File: config.mk
export PLATFORM = sky130hd
export DESIGN_NAME = gptg_top
export DESIGN_NICKNAME = d
export VERILOG_FILES = /design/src/shared/gptg_pkg.sv /design/src/hdl/gptg_sync.sv /design/src/hdl/gptg_top.sv
export SDC_FILE = /design/constraint.sdc
export NUM_CORES = 1
export LEC_CHECK = 0
export BUFFER_PORTS_ARGS = -buffer_cell sky130_fd_sc_hd__buf_2
export CAP_MARGIN = 20
export CELL_PAD_IN_SITES_DETAIL_PLACEMENT = 2
export CELL_PAD_IN_SITES_GLOBAL_PLACEMENT = 2
export CORE_ASPECT_RATIO = 0.9
export CORE_MARGIN = 5
export CORE_UTILIZATION = 37
export CTS_CLUSTER_DIAMETER = 50
export DETAILED_ROUTE_END_ITERATION = 16
export PLACE_DENSITY_LB_ADDON = 0.1
export SLEW_MARGIN = 20
export SYNTH_ARGS = -nofsm -noshare
export SYNTH_HDL_FRONTEND = slang
export SYNTH_HIERARCHICAL = 1
export SYNTH_SLANG_ARGS = --single-unit
File: constraint.sdc
create_clock -name clk_sys -period 10.1 [get_ports clk_sys]
set_input_delay 0.505 -clock clk_sys [delete_from_list [all_inputs] [get_ports clk_sys]]
set_output_delay 0.505 -clock clk_sys [all_outputs]
set_load 0.03 [all_outputs]
File: src/shared/gptg_pkg.sv
package gptg_pkg;

   // ------------------------------------------------------------
   // widths
   // ------------------------------------------------------------
   localparam int CNT_W         = 16;
   localparam int NUM_W         = 32;
   localparam int GMODE_W       = 3;

   // ------------------------------------------------------------
   // gate modes
   // ------------------------------------------------------------
   localparam logic [2:0] GATE_NONE = 3'h0;
   localparam logic [2:0] GATE_HIGH = 3'h1;
   localparam logic [2:0] GATE_LOW  = 3'h2;
   localparam logic [2:0] GATE_RISE = 3'h3;
   localparam logic [2:0] GATE_FALL = 3'h4;

   // ------------------------------------------------------------
   // counts and reset values
   // ------------------------------------------------------------
   localparam logic [CNT_W-1:0] MIN_PHASE     = 16'h0001;
   localparam logic [CNT_W-1:0] MIN_PERIOD    = 16'h0003;
   localparam logic [CNT_W-1:0] RST_DELAY_LEN = 16'h0002;
   localparam logic [CNT_W-1:0] RST_PULSE_LEN = 16'h0002;
   localparam logic [NUM_W-1:0] PULSES_CONT   = 32'h00000000;
   localparam logic [NUM_W-1:0] PULSES_FREE   = 32'hffffffff;

   // ------------------------------------------------------------
   // timebase selection
   // ------------------------------------------------------------
   localparam logic [31:0] TB_INTERNAL_HZ = 32'd10000000;
   localparam logic [31:0] TB_DEFAULT     = 32'h00000000;

   typedef enum logic [1:0]
   {
      GPTG_IDLE  = 2'b00,
      GPTG_ARMED = 2'b01,
      GPTG_DELAY = 2'b10,
      GPTG_PULSE = 2'b11
   } gptg_state_t;

endpackage : gptg_pkg

File: src/hdl/gptg_sync.sv
`timescale 1ns/1ps
module gptg_sync
   import gptg_pkg::*;
(
   input  wire logic clk_sys,
   input  wire logic nrst,
   input  wire logic async_in,
   output logic      level_out,
   output logic      rise_out,
   output logic      fall_out
);

   // ------------------------------------------------------------
   // three stages; a change counts when stages two and three agree
   // ------------------------------------------------------------
   typedef struct packed
   {
      logic [2:0] sh;
      logic       lvl;
      logic       rise;
      logic       fall;
   } gptg_sync_t;

   gptg_sync_t s_reg;
   gptg_sync_t s_next;

   always_comb
   begin
      s_next      = s_reg;
      s_next.sh   = {s_reg.sh[1:0], async_in};
      s_next.rise = 1'b0;
      s_next.fall = 1'b0;
      if (s_reg.sh[1] == s_reg.sh[2] && s_reg.sh[2] != s_reg.lvl)
      begin
         s_next.lvl  = s_reg.sh[2];
         s_next.rise = s_reg.sh[2];
         s_next.fall = ~s_reg.sh[2];
      end
   end

   always_ff @(posedge clk_sys or negedge nrst)
   begin
      if (!nrst)
         s_reg <= '0;
      else
         s_reg <= s_next;
   end

   assign level_out = s_reg.lvl;
   assign rise_out  = s_reg.rise;
   assign fall_out  = s_reg.fall;

endmodule : gptg_sync

File: src/hdl/gptg_top.sv
`timescale 1ns/1ps
module gptg_top
   import gptg_pkg::*;
#(
   parameter int CW = CNT_W,
   parameter int NW = NUM_W
)
(
   input  wire logic          clk_sys,
   input  wire logic          nrst,
   input  wire logic          sw_start,
   input  wire logic          sw_stop,
   input  wire logic [NW-1:0] num_pulses,
   input  wire logic [CW-1:0] delay_len,
   input  wire logic [CW-1:0] pulse_len,
   input  wire logic [31:0]   timebase_hz,
   input  wire logic [2:0]    gate_mode,
   input  wire logic          pulse_polarity,
   input  wire logic          ext_timebase,
   input  wire logic          counter_gate_input,
   output logic               counter_output_pin,
   output logic               running,
   output logic [CW-1:0]      actual_delay,
   output logic [CW-1:0]      actual_width,
   output logic [CW:0]        actual_period,
   output logic [NW-1:0]      pulses_done
);

   // ------------------------------------------------------------
   // helpers
   // ------------------------------------------------------------
   function automatic logic is_edge_mode(input logic [2:0] m);
      is_edge_mode = (m == GATE_RISE) || (m == GATE_FALL);
   endfunction : is_edge_mode

   // both the default setting and the nominal internal rate mean the system clock
   function automatic logic is_internal_tb(input logic [31:0] hz);
      is_internal_tb = (hz == TB_DEFAULT) || (hz == TB_INTERNAL_HZ);
   endfunction : is_internal_tb

   // clamps delay/width so neither phase vanishes and period is at least three
   function automatic logic [CW-1:0] clamp_len(input logic [CW-1:0] len,
                                               input logic [CW-1:0] other);
      logic [CW-1:0] r;
      r = (len < MIN_PHASE) ? MIN_PHASE : len;
      if ({1'b0, r} + {1'b0, ((other < MIN_PHASE) ? MIN_PHASE : other)} < {1'b0, MIN_PERIOD}
          && len >= other)
         r = MIN_PERIOD - MIN_PHASE;
      clamp_len = r;
   endfunction : clamp_len

   // ------------------------------------------------------------
   // input conditioning
   // ------------------------------------------------------------
   logic gate_lvl;
   logic gate_rise;
   logic gate_fall;
   logic tb_lvl;
   logic tb_rise;

   gptg_sync u_gate_sync
   (
      .clk_sys   (clk_sys),
      .nrst      (nrst),
      .async_in  (counter_gate_input),
      .level_out (gate_lvl),
      .rise_out  (gate_rise),
      .fall_out  (gate_fall)
   );

   gptg_sync u_tb_sync
   (
      .clk_sys   (clk_sys),
      .nrst      (nrst),
      .async_in  (ext_timebase),
      .level_out (tb_lvl),
      .rise_out  (tb_rise),
      .fall_out  ()
   );

   // ------------------------------------------------------------
   // state
   // ------------------------------------------------------------
   typedef struct packed
   {
      gptg_state_t   st;
      logic [CW-1:0] cnt;
      logic [CW-1:0] dly;
      logic [CW-1:0] wid;
      logic [NW-1:0] target;
      logic [NW-1:0] done;
      logic [2:0]    mode;
      logic          pol;
      logic          ext_sel;
      logic          out;
      logic          run;
      logic [CW:0]   per;
   } gptg_t;

   gptg_t s_reg;
   gptg_t s_next;

   logic tick;
   logic gate_ok;
   logic trig_edge;
   logic use_ext;
   logic [CW-1:0] dly_c;
   logic [CW-1:0] wid_c;

   // ------------------------------------------------------------
   // gating and timebase
   // ------------------------------------------------------------

   // external ticks are edge-detected after the synchroniser, so the
   // external rate must stay below a quarter of the system clock
   always_comb
   begin
      use_ext   = !is_internal_tb(timebase_hz);
      dly_c     = clamp_len(delay_len, pulse_len);
      wid_c     = clamp_len(pulse_len, delay_len);
      tick      = s_reg.ext_sel ? tb_rise : 1'b1;
      case (s_reg.mode)
         GATE_HIGH: gate_ok = gate_lvl;
         GATE_LOW:  gate_ok = ~gate_lvl;
         default:   gate_ok = 1'b1;
      endcase
      trig_edge = (s_reg.mode == GATE_RISE) ? gate_rise : gate_fall;
   end

   // ------------------------------------------------------------
   // sequencer
   // ------------------------------------------------------------
   always_comb
   begin
      s_next = s_reg;
      case (s_reg.st)
         GPTG_IDLE:
         begin
            if (sw_start)
            begin
               s_next.dly     = dly_c;
               s_next.wid     = wid_c;
               s_next.target  = num_pulses;
               s_next.done    = '0;
               s_next.mode    = gate_mode;
               s_next.pol     = pulse_polarity;
               s_next.ext_sel = use_ext;
               s_next.run     = 1'b1;
               s_next.cnt     = dly_c;
               s_next.st      = is_edge_mode(gate_mode) ? GPTG_ARMED : GPTG_DELAY;
            end
         end
         GPTG_ARMED:
         begin
            // a stop while armed simply drops the pending trigger
            if (trig_edge)
            begin
               s_next.cnt = s_reg.dly;
               s_next.st  = GPTG_DELAY;
            end
         end
         GPTG_DELAY:
         begin
            if (tick && gate_ok)
            begin
               if (s_reg.cnt <= MIN_PHASE)
               begin
                  s_next.cnt = s_reg.wid;
                  s_next.st  = GPTG_PULSE;
               end
               else
                  s_next.cnt = s_reg.cnt - MIN_PHASE;
            end
         end
         GPTG_PULSE:
         begin
            if (tick && gate_ok)
            begin
               if (s_reg.cnt <= MIN_PHASE)
               begin
                  // counts finished pulses, not started ones
                  s_next.done = s_reg.done + 1'b1;
                  s_next.cnt  = s_reg.dly;
                  s_next.st   = GPTG_DELAY;
                  if (s_reg.target != PULSES_CONT && s_reg.target != PULSES_FREE
                      && s_reg.done + 1'b1 >= s_reg.target)
                  begin
                     s_next.st  = GPTG_IDLE;
                     s_next.run = 1'b0;
                  end
                  else if (is_edge_mode(s_reg.mode) && s_reg.target == PULSES_CONT)
                     s_next.st  = GPTG_ARMED;
               end
               else
                  s_next.cnt = s_reg.cnt - MIN_PHASE;
            end
         end
         default:
            s_next.st = GPTG_IDLE;
      endcase
      if (sw_stop)
      begin
         s_next.st  = GPTG_IDLE;
         s_next.run = 1'b0;
      end
      // idle and delay show the delay level
      s_next.out = (s_next.st == GPTG_PULSE) ^ s_next.pol;
      // period readback registered so the port comes straight from a flop
      s_next.per = {1'b0, s_next.dly} + {1'b0, s_next.wid};
   end

   // ------------------------------------------------------------
   // state register
   // ------------------------------------------------------------

   always_ff @(posedge clk_sys or negedge nrst)
   begin
      if (!nrst)
      begin
         s_reg      <= '0;
         s_reg.st   <= GPTG_IDLE;
         s_reg.dly  <= RST_DELAY_LEN;
         s_reg.wid  <= RST_PULSE_LEN;
         s_reg.per  <= {1'b0, RST_DELAY_LEN} + {1'b0, RST_PULSE_LEN};
      end
      else
         s_reg <= s_next;
   end

   // ------------------------------------------------------------
   // outputs
   // ------------------------------------------------------------
   assign counter_output_pin = s_reg.out;
   assign running            = s_reg.run;
   assign actual_delay       = s_reg.dly;
   assign actual_width       = s_reg.wid;
   assign actual_period      = s_reg.per;
   assign pulses_done        = s_reg.done;

endmodule : gptg_top

==> results of run 1 <==
-- per-layer routing --
metal  global-route usage  up-vias
met5                    0        -
li1                     -     4494
met2                0.421      194
met3               0.0390       42
met1                0.298     4803
met4               0.0572        0
-- stage by stage --
| stage | power [mW] | instances | cell area, um^2 | utilization | hold slack, ns |
|---|---|---|---|---|---|
| finish | 2.09 | 1680 | 11900 | 0.414 | 0.166 |
| global route | 2.21 | 1680 | 11900 | 0.414 | 0.173 |
| global placement | 1.42 | 1648 | 11300 | 0.393 | 0.335 |
| floorplan | 1.27 | 1238 | 10700 | - | 0.209 |
| detailed placement | 1.44 | 1648 | 11300 | 0.393 | 0.343 |
| CTS | 2.11 | 1680 | 11900 | 0.414 | 0.175 |
-- report_power, final --
group | leakage [nW] | switching [mW] | internal, mW
clock network | 0.282 | 0.283 | 0.375
registers | 1.86 | 0.0782 | 0.693
logic | 3.43 | 0.436 | 0.226
total | 5.58 | 0.797 | 1.29
-- path summary, 6_finish.rpt --
path	depth (start not counted)	endpoint	startpoint	slack (ns)
min in group clk_sys	1	u_tb_sync/s_next[4]	ext_timebase	0.19
setup reg to reg	16	actual_period[15]	s_reg[137]	4.50
hold reg to reg	0	u_gate_sync/s_next[5]	u_gate_sync/s_next[4]	0.35
max in group asynchronous	2	s_reg[20]	nrst	8.72
hold / removal	1	pulses_done[13]	nrst	0.17
setup / recovery	25	actual_period[15]	delay_len[1]	2.88
-- critical path: cells and delay by family --
family	cells	cell delay, ns
compound gates	11	3.35
xor+xnor	1	0.15
simple gates	5	1.52
mux	1	0.30
fa+ha+maj	3	0.89
buf+inv	4	0.81
-- cell type report --
| cell class | count | area share |
|---|---|---|
| Multi-Input combinational cell | 870 | 0.493 |
| Clock buffer | 19 | 0.0372 |
| Timing Repair Buffer | 196 | 0.0846 |
| Sequential cell | 149 | 0.313 |
| Tap cell | 366 | 0.0385 |
| Clock inverter | 13 | 0.0124 |
| Inverter | 67 | 0.0211 |
-- placed cells by master, fill, tap and decap left out, types with 4 or more instances in the layout --
master     count
nor2b_1        5
inv_1         67
and2_1         4
o2111ai_1      4
o32ai_1        5
a211oi_1      11
nand3_1       24
nor4_1        31
o211ai_1       7
nor3_1        18
nor2_1        65
a211o_1        4
a21oi_1       52
xor2_1        17
or3_1          5
a222oi_1       8
and3_1        15
o31ai_1       39
o21ai_0       87
dfrtp_1      146
buf_2        187
nand2_1      158
a21oi_2       10
nor3b_1        5
a221oi_1       7
o21a_1        10
xnor2_1       39
and4_1         4
nand2b_1       8
a21o_1        15
buf_4          8
or4_1          4
a22o_1        16
or2_2          5
ha_1          83
nand4_1       28
clkbuf_16     17
o21bai_1       5
==> metrics, run 1 <==
outcome=finished, final reports clean; clk sink count=149; worst slack, placed=2.59 ns; max reg flops=55; register area=3730 um^2; Crit. End Element=register; HP Class=input pin to async pin; Diodes inserted=0; pin count of the biggest net entering global routing=102; fin worst setup slack=2.88 ns; Setup Buffers After CTS=0; deepest level of the CTS H-tree=4; Ys Warns=6; final HPWL from detailed placement=29.4 mm; Final Setup Violations=0; total CTS buffers=17; Max stage delay on crit path=0.84 ns; period utilization=0.715; Area Overhead vs Synth=11.0%; Critical Path RT=10.43 ns; die area=32500 um^2; RSZ-0062 raised after global routing=no; Starting DRT DRC Count=344; Die W=189 um; pin slew with the least headroom to its limit=1.09 ns; metal3 WL=1.43 mm; Syn Inst Count=1238; Mapped Area=10700 um^2; DRC violation count after routing=0; area of the multi-input gates=5870 um^2; vias per inst=5.67; final hold vios=0; Critical Path Source Type=input pin; Max Root-Sink Buffers=2; row cnt=59; TritonCTS clock tree=done; total track usage=0.235; gr ovfl total=0; Top Layer Used=met4; PortBufs=188; worst path arrival time=7.55 ns; met1 WL=16.9 mm; peak supply drop=0.000123 V; max_cap viols=0; Root Driver=clkbuf_16; Ports=189; First-pass DRT Iterations=5; routed wire length on met2=19.3 mm; Via Count=9533; clock latency at the later pin of the worst-skew pair=0.44 ns; number of global-route vias before repair=10600; Pins Over Slew Limit=0; Max-slew headroom=0.272; Clk pin slew, worst setup/hold paths=0.07 ns; placeable core area=28800 um^2; Clock Skew=0.0208 ns; Crit path top cell by count=a21oi_1; Die Y-Extent=172 um; syn_nets=1429; average routed wire per standard cell=22.8 um; initial antenna violation count=0; gpl congestion=0.882; final critical-path required period=7.22 ns; first-pass GRT wire length=60.3 mm; # resized after CTS=0; hold buffers post-CTS=0; nets@finish=1492; ratio of cells with drive above 1 in the final layout=0.205; Worst path slowest cell=o41ai_1; Setup CP Type=input pin to register; Max Fclk=139 MHz; setup TNS=0 ns; syn avg cell area=8.67 um^2; initial core utilization=0.373; power per cell area=176 nW/um^2; final wirelength=38.4 mm; ANT nets after route=0; # fillers=3290; Max FO, Critical Path=32; Pleak=5.58 nW
(Power assumes the default switching activity.)
==> inputs of run 2 (changes only) <==
--- a/config.mk
+++ b/config.mk
@@ -11,7 +11,7 @@
 export CELL_PAD_IN_SITES_GLOBAL_PLACEMENT = 2
 export CORE_ASPECT_RATIO = 0.9
 export CORE_MARGIN = 5
-export CORE_UTILIZATION = 37
+export CORE_UTILIZATION = 34
 export CTS_CLUSTER_DIAMETER = 50
 export DETAILED_ROUTE_END_ITERATION = 16
 export PLACE_DENSITY_LB_ADDON = 0.1
==> constraint.sdc (replaced) <==
create_clock -name clk_sys -period 6.95 [get_ports clk_sys]
set_input_delay 0.3475 -clock clk_sys [delete_from_list [all_inputs] [get_ports clk_sys]]
set_output_delay 0.3475 -clock clk_sys [all_outputs]
set_load 0.03 [all_outputs]
==> run 2 against run 1 <==
Effect of this change: final cell count increased by 3.0%; setup slack lost 2.2 ns; highest routed layer unchanged; design area increased by 1.2%; critical endpoint unchanged; clock skew down 0.0086 ns; non-clock buffer count is 7 higher; combinational power grew 46%; hold slack worse by 0.15 ns; count of clock-buffer cells in the layout rose by 3.
==> metrics, run 2 (same netlist as run 1, synthesis figures left out) <==
outcome=finished, final reports clean; max_cap viols=0 (unchanged); final critical-path required period=6.29 ns; final wirelength=39.0 mm (+1.6%); Max FO, Critical Path=11 (-66%); placeable core area=31000 um^2 (+7.6%); Area Overhead vs Synth=12.4%; HP Class=input pin to async pin; First-pass DRT Iterations=5 (unchanged); Clock Skew=0.0122 ns (-0.00862 ns); ANT nets after route=0 (unchanged); fin cells=1730 (+3.0%); vias per inst=5.49 (-3.2%); total CTS buffers=17 (unchanged); Setup Buffers After CTS=0 (unchanged); Via Count=9501 (-0.34%); Final Setup Violations=0 (unchanged); Max-slew headroom=0.259 (-0.0132); total track usage=0.220 (-0.0151); Critical Path Source Type=input pin; fin worst setup slack=0.660 ns (-2.22 ns); row cnt=61 (+3.4%); initial antenna violation count=0 (unchanged); pin count of the biggest net entering global routing=99 (-2.9%); Starting DRT DRC Count=430 (+25%); deepest level of the CTS H-tree=4 (unchanged); TritonCTS clock tree=done; gr ovfl total=0 (unchanged); Max Fclk=159 MHz; most frequent cells in the layout=buf_2 (187), nand2_1 (158), dfrtp_1 (146); Clk pin slew, worst setup/hold paths=0.07 ns (about the same); Setup crit start=delay_len[8]; commonest non-fill, non-tap cell in the layout=buf_2; Placed Cells incl. Taps=1697 (+3.0%); gpl congestion=0.858 (-2.7%); ratio of cells with drive above 1 in the final layout=0.207 (+0.00194); Max Root-Sink Buffers=2 (unchanged); final HPWL from detailed placement=30.6 mm (+4.2%); DRC violation count after routing=0 (unchanged); number of global-route vias before repair=10400 (-1.5%); Pins Over Slew Limit=0 (unchanged); first-pass GRT wire length=60.4 mm (+0.21%); power per cell area=259 nW/um^2 (+47%); worst slack, placed=0.230 ns (-2.36 ns); setup TNS=0 ns (unchanged); pin slew with the least headroom to its limit=1.11 ns (+0.0163 ns); final hold vios=0 (unchanged); # resized after CTS=0 (unchanged); peak supply drop=0.000200 V (+62%); total chip power=3.12 mW (+49%); Ports=189 (unchanged); initial core utilization=0.346 (-0.0264); RSZ-0062 raised after global routing=no; reg-to-reg startpoint=pulses_done[0]; clock latency at the later pin of the worst-skew pair=0.45 ns (about the same); Die W=197 um (+4.1%); average routed wire per standard cell=22.5 um (-1.4%); clk sink count=149 (unchanged); Setup CP Type=input pin to register; PortBufs=188 (unchanged); nets@finish=1499 (+0.47%); hold buffers post-CTS=1 (+1); Pleak=5.63 nW (+0.95%); period utilization=0.905; Root Driver=clkbuf_16; die area=35200 um^2 (+8.3%); Diodes inserted=0 (unchanged); Critical Path RT=7.32 ns (-3.11 ns); Die Y-Extent=179 um (+4.1%); Crit. End Element=register; worst path arrival time=6.66 ns (-0.89 ns); max reg flops=55 (unchanged)
[run 2: critical path: stages]
cell and delay [ns]:
buf_2 0.12, nor4_1 0.36, a41oi_1 0.33, inv_1 0.13, ha_1 0.20, inv_1 0.06
fa_1 0.40, and2b_1 0.28, o211ai_1 0.14, a21oi_1 0.29, a21oi_1 0.14, mux2_2 0.30
or4_4 0.59, nor4_4 0.55, o31a_1 0.24, ha_1 0.25, a211oi_1 0.24, nor2_1 0.12
o41ai_1 0.37, o21ai_0 0.26, o41ai_1 0.30, buf_4 0.19, o2111ai_1 0.12, a21oi_1 0.19
xnor2_1 0.13
[run 2: cell type report]
| type | count | area, um^2 |
|---|---|---|
| clock buffer | 22 | 464 |
| timing repair buffer | 203 | 1060 |
| multi-input combinational | 870 | 5860 |
| tap | 409 | 512 |
| fill | 3498 | 18900 |
| sequential | 149 | 3730 |
| inverter | 67 | 251 |
| clock inverter | 10 | 170 |
[run 2: path summary, 6_finish.rpt]
| path | end | slack (ns) | cells after the start |
|---|---|---|---|
| min in group clk_sys | u_gate_sync/s_next[4] | 0.02 | 1 |
| max | actual_period[15] | 0.66 | 25 |
| min reg2reg | u_gate_sync/s_next[5] | 0.35 | 0 |
| min | pulses_done[13] | 0.02 | 1 |
| max in group asynchronous | actual_delay[7] | 5.57 | 2 |
| max reg2reg | counter_output_pin | 1.78 | 14 |
[run 2: routing by layer]
metal,up-vias,GRT usage,part of all wire
met5,-,0,0
met4,0,0.0595,0.018
met3,34,0.0338,0.033
met2,160,0.381,0.49
met1,4796,0.287,0.46
li1,4511,-,-
[run 2: per-stage QoR]
| stage | util | instance area (um^2) | hold WS (ns) |
|---|---|---|---|
| floorplan | - | 10700 | 0.0519 |
| CTS | 0.389 | 12100 | 0.00749 |
| global route | 0.389 | 12100 | 0.00438 |
| detailed placement | 0.368 | 11400 | 0.336 |
| global placement | 0.368 | 11400 | 0.338 |
| finish | 0.389 | 12100 | 0.0199 |
[run 2: power by group]
| group | internal [mW] | switching (mW) | total (mW) |
|---|---|---|---|
| Sequential | 1.01 | 0.112 | 1.12 |
| Clock | 0.625 | 0.412 | 1.04 |
| Combinational | 0.332 | 0.633 | 0.965 |
==> inputs of run 3 (changes only) <==
--- a/config.mk
+++ b/config.mk
@@ -5,13 +5,14 @@
 export SDC_FILE = /design/constraint.sdc
 export NUM_CORES = 1
 export LEC_CHECK = 0
+export ABC_AREA = 1
 export BUFFER_PORTS_ARGS = -buffer_cell sky130_fd_sc_hd__buf_2
 export CAP_MARGIN = 20
 export CELL_PAD_IN_SITES_DETAIL_PLACEMENT = 2
 export CELL_PAD_IN_SITES_GLOBAL_PLACEMENT = 2
 export CORE_ASPECT_RATIO = 0.9
 export CORE_MARGIN = 5
-export CORE_UTILIZATION = 34
+export CORE_UTILIZATION = 33
 export CTS_CLUSTER_DIAMETER = 50
 export DETAILED_ROUTE_END_ITERATION = 16
 export PLACE_DENSITY_LB_ADDON = 0.1
==> run 3 against run 2 <==
Effect of this change: first-iteration DRC count down 26%; non-clock buffer count down 6; flip-flop and latch count unchanged; core utilization down 1.6 points; wire length up 5.8%; design area up 1.6%; sequential share of layout area down 0.49 points.
==> metrics, run 3 <==
outcome=finished, final reports clean; hold buffers post-CTS=3 (+2); total chip power=3.11 mW (-0.36%); worst path arrival time=5.87 ns (-0.79 ns); Die W=202 um (+2.6%); Finished Cell Area=12200 um^2 (+1.6%); Pins Over Slew Limit=0 (unchanged); die area=37000 um^2 (+5.1%); Crit. End Element=register; # resized after CTS=0 (unchanged); met3 global-route usage=0.0477 (+0.0139); grt met1 use=0.309 (+0.0220); first-pass GRT wire length=64.5 mm (+6.8%); power per cell area=254 nW/um^2 (-1.9%); nets@finish=1750 (+17%); GR met2 Demand/Resource=0.362 (-0.0190); row cnt=63 (+3.3%); First-pass DRT Iterations=5 (unchanged); deepest level of the CTS H-tree=4 (unchanged); ratio of cells with drive above 1 in the final layout=0.172 (-0.0350); initial core utilization=0.334 (-0.0122); average routed wire per standard cell=20.7 um (-8.2%); ANT nets after route=0 (unchanged); gr ovfl total=0 (unchanged); Die Y-Extent=183 um (+2.5%); WHS=0.102 ns (+0.0821 ns); Placed Cells incl. Taps=1959 (+15%); total CTS buffers=17 (unchanged); max reg flops=55 (unchanged); Area Overhead vs Synth=11.6%; placeable core area=32900 um^2 (+6.1%); Pleak=6.50 nW (+15%); worst hold start=sw_stop; Root Driver=clkbuf_16; number of global-route vias before repair=11200 (+7.7%); initial antenna violation count=5 (+5); Ports=189 (unchanged); Clk pin slew, worst setup/hold paths=0.07 ns (about the same); setup TNS=0 ns (unchanged); fin cells=1994 (+15%); period utilization=0.793 (-0.112); final critical-path required period=5.51 ns (-0.777 ns); Syn Inst Count=1479 (+19%); DRC violation count after routing=0 (unchanged); Setup CP Type=input pin to register; RSZ-0062 raised after global routing=no; Ys Warns=6 (unchanged); Critical Path RT=7.31 ns (about the same); reg-to-reg startpoint=s_reg[137]; gpl congestion=0.874 (+1.9%); DP Area=11700 um^2 (+2.2%); Setup crit start=pulse_len[13]; Max Root-Sink Buffers=2 (unchanged); HP Class=input pin to register; Max stage delay on crit path=0.43 ns (-0.16 ns); final HPWL from detailed placement=33.4 mm (+8.9%); worst slack, placed=1.06 ns (+0.835 ns); vias per inst=5.09 (-7.3%); Final Util=0.373 (-0.0163); peak supply drop=0.000152 V (-24%); PortBufs=188 (unchanged); fin worst setup slack=1.44 ns (+0.777 ns); Most Used Layer, Global Route=met2; Clock Skew=0.00877 ns (-0.00344 ns); syn_nets=1670 (+17%); crit path capture=actual_period[11]; Setup Buffers After CTS=0 (unchanged); TritonCTS clock tree=done; R2R depth=14 (unchanged); Max Fclk=181 MHz (+14%); Reg-to-Reg End=actual_period[12]; pin slew with the least headroom to its limit=0.979 ns (-0.128 ns); Critical Path Source Type=input pin; total track usage=0.223 (+0.00276); clk sink count=149 (unchanged); Final Setup Violations=0 (unchanged); most frequent cells in the layout=nand2_1 (332), inv_1 (218), buf_2 (187); Max FO, Critical Path=16 (+5); Diodes inserted=0 (unchanged); Starting DRT DRC Count=319 (-26%); Mapped Area=11000 um^2 (+2.3%); Crit path top cell by count=nand2_1; area of the multi-input gates=5570 um^2 (-5.1%); Worst path slowest cell=nor4_1; clock latency at the later pin of the worst-skew pair=0.44 ns (about the same); Via Count=10100 (+6.8%); final hold vios=0 (unchanged); pin count of the biggest net entering global routing=77 (-22%); max_cap viols=0 (unchanged); register area=3730 um^2 (unchanged); commonest non-fill, non-tap cell in the layout=nand2_1; syn avg cell area=7.42 um^2 (-14%); slack of the worst reg-to-reg path=2.98 ns (+1.20 ns); final wirelength=41.2 mm (+5.8%); Max-slew headroom=0.345 (+0.0857); # fillers=3870 (+11%)
==> run 3: metal layers <==
| metal | up-vias | wire [um] |
|---|---|---|
| li1 | 4906 | - |
| met5 | - | 43 |
| met1 | 5027 | 20100 |
| met4 | 10 | 545 |
| met2 | 164 | 18800 |
| met3 | 41 | 1710 |
==> run 3: worst min-delay path by stage <==
| stage | end | slack [ns] | depth (start not counted) |
|---|---|---|---|
| after floorplan | actual_delay[0] | 0.05 | 0 |
| after global placement | u_tb_sync/s_next[5] | 0.33 | 0 |
| after detailed placement | u_tb_sync/s_next[5] | 0.34 | 0 |
| after CTS | running | 0.08 | 2 |
| after global routing | running | 0.11 | 2 |
| final | running | 0.10 | 2 |
==> run 3: area by class of cell <==
class | instances | share of cell area
well taps | 422 | 0.0431
repair buffers | 197 | 0.0838
clock buffers | 20 | 0.0365
multi-input cells | 969 | 0.454
inverters | 225 | 0.0691
clock inverters | 12 | 0.00858
flip-flops and latches | 149 | 0.305
==> run 3: where the power goes <==
group	internal [mW]	switching [mW]
Sequential	1.02	0.111
Combinational	0.322	0.748
Clock	0.501	0.408
==> run 3: critical path, delay by kind of cell <==
kind            cells  cell delay (ns)
xor+xnor            1             0.19
buf+inv             6             0.53
compound gates      6             1.50
fa+ha+maj           3             1.04
simple gates       16             2.27
